## config.mk

```make
export PLATFORM = sky130hd
export DESIGN_NAME = branch_and_move_decode
export DESIGN_NICKNAME = d
export VERILOG_FILES = /design/src/hw/branch_cond.v /design/src/hw/branch_and_move_decode.v
export VERILOG_INCLUDE_DIRS = /design/src /design/src/hw
export SDC_FILE = /design/constraint.sdc
export NUM_CORES = 2
export LEC_CHECK = 0
export BUFFER_PORTS_ARGS = -buffer_cell sky130_fd_sc_hd__buf_2
export CAP_MARGIN = 25
export CORE_UTILIZATION = 48
export CTS_CLUSTER_SIZE = 40
export DETAILED_ROUTE_END_ITERATION = 16
export SLEW_MARGIN = 0
export SYNTH_ARGS = -nofsm -noshare
export SYNTH_HDL_FRONTEND = slang
export SYNTH_SLANG_ARGS = --single-unit
```

## constraint.sdc

```tcl
create_clock -name aclk -period 4.8 [get_ports aclk]
set_input_delay 1.44 -clock aclk [delete_from_list [all_inputs] [get_ports aclk]]
set_output_delay 1.44 -clock aclk [all_outputs]
set_load 0.01 [all_outputs]
```

## src/hw/branch_move_defs.vh

```
`ifndef BRANCH_MOVE_DEFS_VH
`define BRANCH_MOVE_DEFS_VH

// ==========================================================================
// Register map (word indices; byte address is index times four)
`define REG_CTRL        4'h0
`define REG_FLAGS       4'h1
`define REG_ACC         4'h2
`define REG_PC          4'h3
`define REG_INSTR       4'h4
`define REG_STATUS      4'h5
`define REG_PSW         4'h6
`define REG_PMEM        4'h7
`define REG_WREG        4'h8
`define REG_RAM         4'h9
`define ADDR_LSB        2
`define ADDR_MSB        5

// ==========================================================================
// Field positions
`define CTRL_BANK       0
`define CTRL_BIGRAM     1
`define FLG_CARRY       0
`define FLG_UFA         1
`define FLG_UFB         2
`define FLG_TOVF        3
`define INSTR_GO        31
`define PSW_BANK_BIT    4
`define PAGE_HI         11
`define PAGE_LO         8
`define WREG_SEL_HI     10
`define WREG_SEL_LO     8
`define RAM_ADDR_HI     14
`define RAM_ADDR_LO     8
`define BYTE_HI         7

// ==========================================================================
// Opcodes
`define OP_BUS_RD       8'h08
`define OP_PORT_RD      8'h09
`define OP_JC           8'hf6
`define OP_JNC          8'he6
`define OP_JUFA         8'hb6
`define OP_JUFB         8'h76
`define OP_INDIRECT_PAGE_BRANCH         8'hb3
`define OP_JIRQL        8'h86
`define OP_JTAL         8'h26
`define OP_JTBL         8'h46
`define OP_JNZ          8'h96
`define OP_JTF          8'h16
`define OP_JTAH         8'h36
`define OP_JTBH         8'h56
`define OP_JZ           8'hc6
`define OP_MOV_IMM      8'h23
`define OP_MOV_PSW      8'hc7
`define PAT_ACCBIT      5'h12
`define PAT_JMP         5'h04
`define PAT_MOVR        5'h1f
`define PAT_MOVIND      7'h78

// ==========================================================================
// Responses and sizes
`define RESP_OKAY       2'h0
`define RESP_SLVERR     2'h2
`define RAM_DEPTH       128
`define PC_ONE          12'h001
`define PC_TWO          12'h002
`define ST_IDLE         2'h0
`define ST_CYC1         2'h1
`define ST_CYC2         2'h2

`endif

```

## src/hw/branch_cond.v

```verilog
`timescale 1ns/10ps

// ==========================================================================
// Condition select for conditional page jumps
module branch_cond (
	input  wire [7:0] opcode,
	input  wire [7:0] acc,
	input  wire       carry,
	input  wire       ufa,
	input  wire       ufb,
	input  wire       tovf,
	input  wire       irq_n,
	input  wire       test_a,
	input  wire       test_b,
	output reg        is_cond,
	output reg        taken
);
`include "branch_move_defs.vh"

	always @* begin
		is_cond = 1'b1;
		taken   = 1'b0;
		if (opcode[4:0] == `PAT_ACCBIT)
			taken = acc[opcode[7:5]]; // RULE3
		else begin
			case (opcode)
			`OP_JC:   taken = carry;        // RULE4
			`OP_JNC:  taken = ~carry;       // RULE5
			`OP_JUFA: taken = ufa;          // RULE6
			`OP_JUFB: taken = ufb;          // RULE7
			`OP_JIRQL: taken = ~irq_n;      // RULE10
			`OP_JTAL: taken = ~test_a;      // RULE11
			`OP_JTBL: taken = ~test_b;      // RULE12
			`OP_JNZ:  taken = |acc;         // RULE13
			`OP_JTF:  taken = tovf;         // RULE14
			`OP_JTAH: taken = test_a;       // RULE15
			`OP_JTBH: taken = test_b;       // RULE16
			`OP_JZ:   taken = ~|acc;        // RULE17
			default:  is_cond = 1'b0;
			endcase
		end
	end
endmodule // branch_cond

```

## src/hw/branch_and_move_decode.v

```verilog
`timescale 1ns/10ps

// Notes on behaviour
// RULE1 - Strobed bus read is two cycles; bus value latched as strobe drops; here it is loaded one edge after the strobe rises.
// RULE2 - Plain port read loads bus value like strobed read, never strobes.
// RULE3 - Accumulator-bit jump: bit from opcode 7-5; set loads PC low byte.
// RULE4 - Carry-set jump, two cycles, loads PC low byte when carry is one.
// RULE5 - Carry-clear jump loads PC low byte when carry zero, else PC+2.
// RULE6 - First user flag jump branches in page when flag is one.
// RULE7 - Second user flag jump branches in page when flag is one.
// RULE8 - Direct jump loads PC 10-0 from instruction, PC 11 from bank flip-flop.
// RULE9 - Indirect page jump loads PC low byte from page byte at accumulator; here it comes from the PMEM register, accumulator unused.
// RULE10 - Interrupt-low jump branches when interrupt input low, else PC+2.
// RULE11 - First test pin low jump branches when pin low, else PC+2.
// RULE12 - Second test pin low jump branches when pin low, else PC+2.
// RULE13 - Nonzero jump branches when accumulator is nonzero.
// RULE14 - Timer flag jump branches when flag set and always clears it.
// RULE15 - First test pin high jump branches when pin high.
// RULE16 - Second test pin high jump branches when pin high.
// RULE17 - Zero jump branches when accumulator is all zeros.
// RULE18 - Immediate load is two cycles, writes data byte to accumulator.
// RULE19 - Status read copies whole status word, bank bit 4, into accumulator.
// RULE20 - Register read copies selected working register into accumulator.
// RULE21 - Indirect read uses R0/R1 bits 0-5, or 0-6 large; pointer unchanged.
// RULE22 - Other single-byte instructions here take one cycle, PC plus one.
// RULE23 - Bank flip-flop for PC bit 11 set by latest bank select.
module branch_and_move_decode (
	input  wire        aclk,
	input  wire        aresetn,
	input  wire [5:0]  s_axi_awaddr,
	input  wire        s_axi_awvalid,
	output reg         s_axi_awready,
	input  wire [31:0] s_axi_wdata,
	input  wire [3:0]  s_axi_wstrb,
	input  wire        s_axi_wvalid,
	output reg         s_axi_wready,
	output reg  [1:0]  s_axi_bresp,
	output reg         s_axi_bvalid,
	input  wire        s_axi_bready,
	input  wire [5:0]  s_axi_araddr,
	input  wire        s_axi_arvalid,
	output reg         s_axi_arready,
	output reg  [31:0] s_axi_rdata,
	output reg  [1:0]  s_axi_rresp,
	output reg         s_axi_rvalid,
	input  wire        s_axi_rready,
	input  wire [7:0]  bus_port,
	input  wire        test_pin_a,
	input  wire        test_pin_b,
	input  wire        irq_n,
	output reg         read_strobe_n,
	output reg         busy
);
`include "branch_move_defs.vh"

	// ======================================================================
	// Pin synchronisers
	reg  [7:0] bus_s1_reg, bus_s2_reg;
	reg  [2:0] pin_s1_reg, pin_s2_reg;

	always @(posedge aclk) begin
		if (!aresetn) begin
			bus_s1_reg <= 8'h00;
			bus_s2_reg <= 8'h00;
			pin_s1_reg <= 3'h7;
			pin_s2_reg <= 3'h7;
		end else begin
			bus_s1_reg <= bus_port;
			bus_s2_reg <= bus_s1_reg;
			pin_s1_reg <= {irq_n, test_pin_b, test_pin_a};
			pin_s2_reg <= pin_s1_reg;
		end
	end

	// ======================================================================
	// Core state
	reg  [7:0]  acc_reg;
	reg  [11:0] pc_reg;
	reg  [7:0]  psw_reg;
	reg         bank_ff_reg;
	reg         big_ram_reg;
	reg         carry_reg, ufa_reg, ufb_reg, tovf_reg;
	reg  [15:0] instr_reg;
	reg  [1:0]  state_reg;
	reg  [7:0]  pmem_reg;
	reg  [7:0]  wreg_mem [0:7];
	reg  [7:0]  ram_mem  [0:`RAM_DEPTH-1];

	wire [7:0]  op  = instr_reg[15:8];
	wire [7:0]  arg = instr_reg[7:0];
	wire        cond_inst;
	wire        cond_taken;

	branch_cond i_branch_cond (
		.opcode  (op),
		.acc     (acc_reg),
		.carry   (carry_reg),
		.ufa     (ufa_reg),
		.ufb     (ufb_reg),
		.tovf    (tovf_reg),
		.irq_n   (pin_s2_reg[2]),
		.test_a  (pin_s2_reg[0]),
		.test_b  (pin_s2_reg[1]),
		.is_cond (cond_inst),
		.taken   (cond_taken)
	);

	// Two-cycle instructions in this group
	function two_cycle;
		input [7:0] o;
		begin
			two_cycle = (o == `OP_BUS_RD) || (o == `OP_PORT_RD) ||
				(o == `OP_MOV_IMM) || (o == `OP_INDIRECT_PAGE_BRANCH) ||
				(o[4:0] == `PAT_JMP) || (o[4:0] == `PAT_ACCBIT) ||
				(o == `OP_JC) || (o == `OP_JNC) || (o == `OP_JUFA) ||
				(o == `OP_JUFB) || (o == `OP_JIRQL) || (o == `OP_JTAL) ||
				(o == `OP_JTBL) || (o == `OP_JNZ) || (o == `OP_JTF) ||
				(o == `OP_JTAH) || (o == `OP_JTBH) || (o == `OP_JZ);
		end
	endfunction

	// Indirect RAM address from pointer register
	function [6:0] ram_addr;
		input [7:0] ptr;
		input       big;
		begin
			ram_addr = big ? ptr[6:0] : {1'b0, ptr[5:0]}; // RULE21
		end
	endfunction

	// ======================================================================
	// AXI4-Lite slave
	reg        aw_got_reg, w_got_reg;
	reg  [5:0] aw_addr_reg;
	reg  [31:0] w_data_reg;
	reg  [3:0] w_strb_reg;
	// Response once both channels are held, in either order
	wire       wr_fire = aw_got_reg && w_got_reg && !s_axi_bvalid;
	wire [3:0] wr_idx  = aw_addr_reg[`ADDR_MSB:`ADDR_LSB];
	wire       go      = wr_fire && (wr_idx == `REG_INSTR) && w_strb_reg[3] &&
		w_data_reg[`INSTR_GO] && (state_reg == `ST_IDLE);
	wire [3:0] rd_idx  = s_axi_araddr[`ADDR_MSB:`ADDR_LSB];
	wire       wreg_load;
	wire       ram_load;

	// Software write of one register index on the low byte lane
	function wr_hit;
		input [3:0] idx;
		begin
			wr_hit = wr_fire && (wr_idx == idx) && w_strb_reg[0];
		end
	endfunction

	assign wreg_load = wr_hit(`REG_WREG);
	assign ram_load  = wr_hit(`REG_RAM);

	// ======================================================================
	// Register read mux; working registers and RAM are write-only
	reg  [31:0] rd_word;
	reg         rd_bad;

	always @* begin
		rd_word = 32'h0000_0000;
		rd_bad  = 1'b0;
		case (rd_idx)
		`REG_CTRL:   rd_word = {30'h0, big_ram_reg, bank_ff_reg};
		`REG_FLAGS:  rd_word = {28'h0, tovf_reg, ufb_reg, ufa_reg, carry_reg};
		`REG_ACC:    rd_word = {24'h0, acc_reg};
		`REG_PC:     rd_word = {20'h0, pc_reg};
		`REG_INSTR:  rd_word = {16'h0, instr_reg};
		`REG_STATUS: rd_word = {29'h0, pin_s2_reg};
		`REG_PSW:    rd_word = {24'h0, psw_reg};
		`REG_PMEM:   rd_word = {24'h0, pmem_reg};
		default:     rd_bad  = 1'b1;
		endcase
	end

	always @(posedge aclk) begin
		if (!aresetn) begin
			s_axi_awready <= 1'b1;
			s_axi_wready  <= 1'b1;
			s_axi_bvalid  <= 1'b0;
			s_axi_bresp   <= `RESP_OKAY;
			s_axi_arready <= 1'b1;
			s_axi_rvalid  <= 1'b0;
			s_axi_rresp   <= `RESP_OKAY;
			s_axi_rdata   <= 32'h0000_0000;
			aw_got_reg    <= 1'b0;
			w_got_reg     <= 1'b0;
			aw_addr_reg   <= 6'h00;
			w_data_reg    <= 32'h0000_0000;
			w_strb_reg    <= 4'h0;
		end else begin
			if (s_axi_awvalid && s_axi_awready) begin
				aw_got_reg    <= 1'b1;
				aw_addr_reg   <= s_axi_awaddr;
				s_axi_awready <= 1'b0;
			end
			if (s_axi_wvalid && s_axi_wready) begin
				w_got_reg    <= 1'b1;
				w_data_reg   <= s_axi_wdata;
				w_strb_reg   <= s_axi_wstrb;
				s_axi_wready <= 1'b0;
			end
			if (wr_fire) begin
				s_axi_bvalid <= 1'b1;
				s_axi_bresp  <= (wr_idx <= `REG_RAM) ? `RESP_OKAY : `RESP_SLVERR;
				aw_got_reg   <= 1'b0;
				w_got_reg    <= 1'b0;
			end
			if (s_axi_bvalid && s_axi_bready) begin
				s_axi_bvalid  <= 1'b0;
				s_axi_awready <= 1'b1;
				s_axi_wready  <= 1'b1;
			end
			if (s_axi_arvalid && s_axi_arready) begin
				s_axi_arready <= 1'b0;
				s_axi_rvalid  <= 1'b1;
				s_axi_rdata   <= rd_word;
				s_axi_rresp   <= rd_bad ? `RESP_SLVERR : `RESP_OKAY;
			end
			if (s_axi_rvalid && s_axi_rready) begin
				s_axi_rvalid  <= 1'b0;
				s_axi_arready <= 1'b1;
			end
		end
	end

	// ======================================================================
	// Working registers and resident RAM, software loads
	always @(posedge aclk) begin
		if (wreg_load)
			wreg_mem[w_data_reg[`WREG_SEL_HI:`WREG_SEL_LO]] <= w_data_reg[`BYTE_HI:0];
		if (ram_load)
			ram_mem[w_data_reg[`RAM_ADDR_HI:`RAM_ADDR_LO]] <= w_data_reg[`BYTE_HI:0];
	end

	// ======================================================================
	// Deferred bus port load
	// The bus reaches the second synchroniser stage two edges late, so the
	// value that stood while the strobe was low is loaded one edge after it rises.
	wire        bus_cycle = (op == `OP_BUS_RD) || (op == `OP_PORT_RD);
	reg         bus_load_reg;

	always @(posedge aclk) begin
		if (!aresetn)
			bus_load_reg <= 1'b0;
		else
			bus_load_reg <= (state_reg == `ST_CYC2) && bus_cycle; // RULE1 RULE2
	end

	// ======================================================================
	// Execution sequencer
	always @(posedge aclk) begin
		if (!aresetn) begin
			acc_reg       <= 8'h00;
			pc_reg        <= 12'h000;
			psw_reg       <= 8'h00;
			bank_ff_reg   <= 1'b0;
			big_ram_reg   <= 1'b0;
			carry_reg     <= 1'b0;
			ufa_reg       <= 1'b0;
			ufb_reg       <= 1'b0;
			tovf_reg      <= 1'b0;
			instr_reg     <= 16'h0000;
			pmem_reg      <= 8'h00;
			state_reg     <= `ST_IDLE;
			read_strobe_n <= 1'b1;
			busy          <= 1'b0;
		end else begin
			if (wr_fire && w_strb_reg[0]) begin
				case (wr_idx)
				`REG_CTRL: begin
					bank_ff_reg <= w_data_reg[`CTRL_BANK]; // RULE23
					big_ram_reg <= w_data_reg[`CTRL_BIGRAM];
				end
				`REG_FLAGS: begin
					carry_reg <= w_data_reg[`FLG_CARRY];
					ufa_reg   <= w_data_reg[`FLG_UFA];
					ufb_reg   <= w_data_reg[`FLG_UFB];
					tovf_reg  <= w_data_reg[`FLG_TOVF];
				end
				`REG_ACC:  acc_reg  <= w_data_reg[7:0];
				`REG_PSW:  psw_reg  <= w_data_reg[7:0];
				`REG_PMEM: pmem_reg <= w_data_reg[7:0];
				`REG_PC: begin
					if (w_strb_reg[1])
						pc_reg <= w_data_reg[11:0];
				end
				default: ;
				endcase
			end
			if (go) begin
				instr_reg <= w_data_reg[15:0];
				state_reg <= `ST_CYC1;
				busy      <= 1'b1;
				if (w_data_reg[15:8] == `OP_BUS_RD)
					read_strobe_n <= 1'b0; // RULE1
			end
			case (state_reg)
			`ST_IDLE: ;
			`ST_CYC1: begin
				if (two_cycle(op))
					state_reg <= `ST_CYC2;
				else begin
					state_reg <= `ST_IDLE;
					busy      <= 1'b0;
					pc_reg    <= pc_reg + `PC_ONE; // RULE22
					if (op == `OP_MOV_PSW)
						acc_reg <= psw_reg; // RULE19
					else if (op[7:3] == `PAT_MOVR)
						acc_reg <= wreg_mem[op[2:0]]; // RULE20
					else if (op[7:1] == `PAT_MOVIND)
						acc_reg <= ram_mem[ram_addr(wreg_mem[{2'b00, op[0]}],
							big_ram_reg)]; // RULE21
				end
			end
			`ST_CYC2: begin
				state_reg     <= `ST_IDLE;
				busy          <= 1'b0;
				read_strobe_n <= 1'b1;
				pc_reg        <= pc_reg + `PC_TWO;
				if (op == `OP_MOV_IMM)
					acc_reg <= arg; // RULE18
				else if (op == `OP_INDIRECT_PAGE_BRANCH)
					pc_reg <= {pc_reg[`PAGE_HI:`PAGE_LO], pmem_reg}; // RULE9
				else if (op[4:0] == `PAT_JMP)
					pc_reg <= {bank_ff_reg, op[7:5], arg}; // RULE8
				else if (cond_inst) begin
					if (cond_taken)
						pc_reg <= {pc_reg[`PAGE_HI:`PAGE_LO], arg};
					// After the software write, so the clear wins
					if (op == `OP_JTF)
						tovf_reg <= 1'b0; // RULE14
				end
			end
			default: state_reg <= `ST_IDLE;
			endcase
			// Last, so the synchronised bus value wins over a software load
			if (bus_load_reg)
				acc_reg <= bus_s2_reg; // RULE1 RULE2
		end
	end
endmodule // branch_and_move_decode

```

==> summary.md <==
| Metric | Value |
|---|---|
| Status | `completed` |
| Ys Warns | `0` |
| Initial antenna violation count | `4` |
| Cts hold-fix bufs | `0` |
| Worst-path fanout max | `30` |
| Number of remaining DRC errors | `0` |
| Vias in the first global route | `33340` |
| Number of synthesized register bits | `1225` |
| Drt initial violations | `~4300` |
| Fraction of registers with async set/reset | `0%` |
| Vias per Instance | `a little over 6` |
| EDFF count, synth | `approximately 1100` |
| Gpl congestion | `0.9165` |
| Crit Path Class | `reg2reg` |
| Grt ovf | `0` |
| Routed WL | `around 150 mm` |
| Pins Over Slew Limit | `0` |
| Num CTS Buffers | `between 100 and 150` |
| Worst Skew | `around 0.033 ns` |
| CTS Sinks | `1225` |
| Worst hold path class | `reg2reg` |
| PostCTS Resize Cnt | `0` |
| Crit-path cells | `buf_4 -> mux2i_4 -> buf_4 -> nor2_1 -> o221ai_1 -> o31ai_1 -> a22o_1 -> o21ai_0 -> o31ai_1 -> o21ai_1` |
| Chip Width | `roughly 330 um` |
| Die H | `329.9 um` |
| Post-Syn Area per Cell | `12.39 um^2` |
| Mux cell area share after synthesis | `under 10%` |
| Core area | `~110000 um^2` |
| Slew @ Worst Pin | `1.158 ns` |
| Post-DP HPWL | `93.02 mm` |
| Clk pin slew, worst setup/hold paths | `around 0.060 ns` |
| WP data arrival | `~4.9 ns` |
| Synthesized cell area | `just over 50000 um^2` |
| Htree depth | `4` |
| Endpoint type of the worst setup path | `flop` |
| Core Rows | `approximately 120` |
| Max Cap Violations | `0` |
| Most frequent cells in the layout | `1088 x edfxtp_1, 526 x nor2_1, 520 x nand2_1` |
| Area Growth Syn to Fin | `12.00%` |
| Register area share after synthesis | `about two thirds` |
| Largest net degree at the start of global routing | `110` |
| Max clock buf depth | `3` |
| TNS Setup | `0 ns` |
| Largest register FFs | `between 1000 and 1500` |
| Clk root buf | `clkbuf_16` |
| Slowest stage cell on the critical path | `mux2i_4` |
| Clk_lat worst skew | `0.75 ns` |
| RSZ-0062 raised after global routing | `no` |
| Vias | `35490` |
| Delay-heaviest family, CP | `compound AO/OA/AOI/OAI gates` |
| Post-CTS Setup Bufs | `0` |
| Largest family of logic cells by synthesized area | `compound AO/OA/AOI/OAI gates` |
| Startpoint types | `flop` |
| Final hold slack | `just over 0.4 ns` |
| Synth Area in Compound Gates | `between 10 and 15%` |
| Period minus WS final | `4.237 ns` |
| Rel. slew slack | `22.12%` |
| Peak supply drop | `0.2925 mV` |
| Routed len/inst | `roughly 27 um` |
| Crit-path max cell delay | `slightly above 0.8 ns` |
| Leakage Power | `roughly 18 nW` |
| First-pass GRT wire length | `roughly 220 mm` |
| CTS tree | `built` |
| Setup violations, final | `0` |
| Ports | `109` |
| Initial core utilization | `48.68%` |
| Most common cell after layout, fill and taps aside | `edfxtp_1` |
| Cell variety after synth | `just under 90` |
| Fin. Hold Viols | `0` |
| Total GRT Usage | `roughly 28%` |
| Synth Area in Simple Gates | `11.28%` |
| Synth Area in XOR/XNOR | `less than 1%` |
| Fin crit share | `around 88%` |
| Post-synth top flop | `edfxtp_1` |
| Post-Synth Adder-Cell Area | `0.1455%` |
| Max Fclk | `between 200 and 250 MHz` |
| Final net count | `4288` |
| # port buffers | `70` |
| Util after Layout | `54.53%` |
| DIE AREA | `108800 um^2` |
| PwrDens | `375.9 nW/um^2` |
| Routed Antenna Nets | `0` |
| Cells after synthesis | `between 4000 and 5000` |
| Worst path required time | `between 5 and 6 ns` |
| Layout cell share with drive strength beyond 1 | `between 10% and 20%` |
| Buf+Inv Stages, Crit Path | `2` |
| 1st-pass router iterations | `9` |
==> synth_stat cells (11+ instances only) <==
| cell type | instances | area, um^2 |
|---|---|---|
| a211oi_1 | 106 | 795.8 |
| a21boi_0 | 28 | 210.2 |
| a21oi_1 | 368 | 1842 |
| a221oi_1 | 13 | 113.9 |
| a22oi_1 | 28 | 210.2 |
| a31oi_1 | 25 | 156.4 |
| a32oi_1 | 13 | 113.9 |
| and2_1 | 22 | 137.6 |
| buf_1 | 48 | 180.2 |
| buf_2 | 102 | 510.5 |
| buf_4 | 24 | 180.2 |
| clkbuf_1 | 143 | 536.8 |
| dfxtp_1 | 137 | 2743 |
| edfxtp_1 | 1088 | 32670 |
| inv_1 | 43 | 161.4 |
| mux2_2 | 22 | 247.7 |
| mux2i_1 | 91 | 910.9 |
| mux4_2 | 19 | 427.9 |
| nand2_1 | 520 | 1952 |
| nand2b_1 | 16 | 100.1 |
| nand3_1 | 123 | 615.6 |
| nand4_1 | 40 | 250.2 |
| nor2_1 | 528 | 1982 |
| nor3_1 | 26 | 130.1 |
| nor4_1 | 11 | 68.82 |
| o211ai_1 | 17 | 127.6 |
| o21ai_0 | 111 | 555.5 |
| o221ai_1 | 61 | 534.3 |
| o22ai_1 | 103 | 644.4 |
| o2bb2ai_1 | 50 | 437.9 |
| o311ai_0 | 18 | 157.7 |
| o31a_1 | 15 | 131.4 |
| o31ai_1 | 20 | 150.1 |
| o32ai_1 | 17 | 148.9 |
==> through the flow <==
step | setup WS (ns) | power, mW | cells | instance area, um^2
floorplan | 1.692 | 12.19 | 4184 | 51670
global placement | 0.7237 | 12.39 | 5462 | 53710
detailed placement | 0.7757 | 12.40 | 5468 | 53760
CTS | 0.7616 | 21.81 | 5702 | 57740
global route | 0.4583 | 22.25 | 5706 | 57800
finish | 0.5629 | 21.73 | 5707 | 57800
==> cell type report <==
cell class	instances	area [um^2]
fill	8883	48210
sequential	1225	35450
multi-input combinational	2596	14790
clock buffer	178	3605
tap	1391	1740
timing repair buffer	215	1673
clock inverter	56	376.6
inverter	45	170.2
antenna	1	2.502
==> worst paths after layout <==
check	slack, ns	endpoint	cells past startpoint	start
worst min-delay path	0.41	pin_s2_reg[2]	1	pin_s1_reg[2]
worst max register to register	0.56	acc_reg[2]	10	flop
worst max-delay path	0.56	acc_reg[2]	10	flop
worst min register to register	0.41	pin_s2_reg[2]	1	pin_s1_reg[2]
==> report_power, final <==
group / switching (mW) / internal (mW) / leakage, nW
Sequential: 0.111 / 11.6 / 10.2
Combinational: 0.322 / 0.114 / 6.34
Clock: 4.16 / 5.38 / 1.95
==> cell families after synthesis <==
kind of cell,after synthesis
other,1
muxes,134
DFF,1225
xor gates and xnor gates,12
buffers and inverters,363
and+or+nand+nor,1357
adders and majority gates,6
AOI/OAI and AO/OA,1069
==> metal layers <==
metal	global-route usage, %	part of all wire (%)
met2	42.70	45
met3	5.014	9.6
met4	8.887	2.8
met5	0	0.034
met1	40.22	42
(Power assumes the default switching activity.)
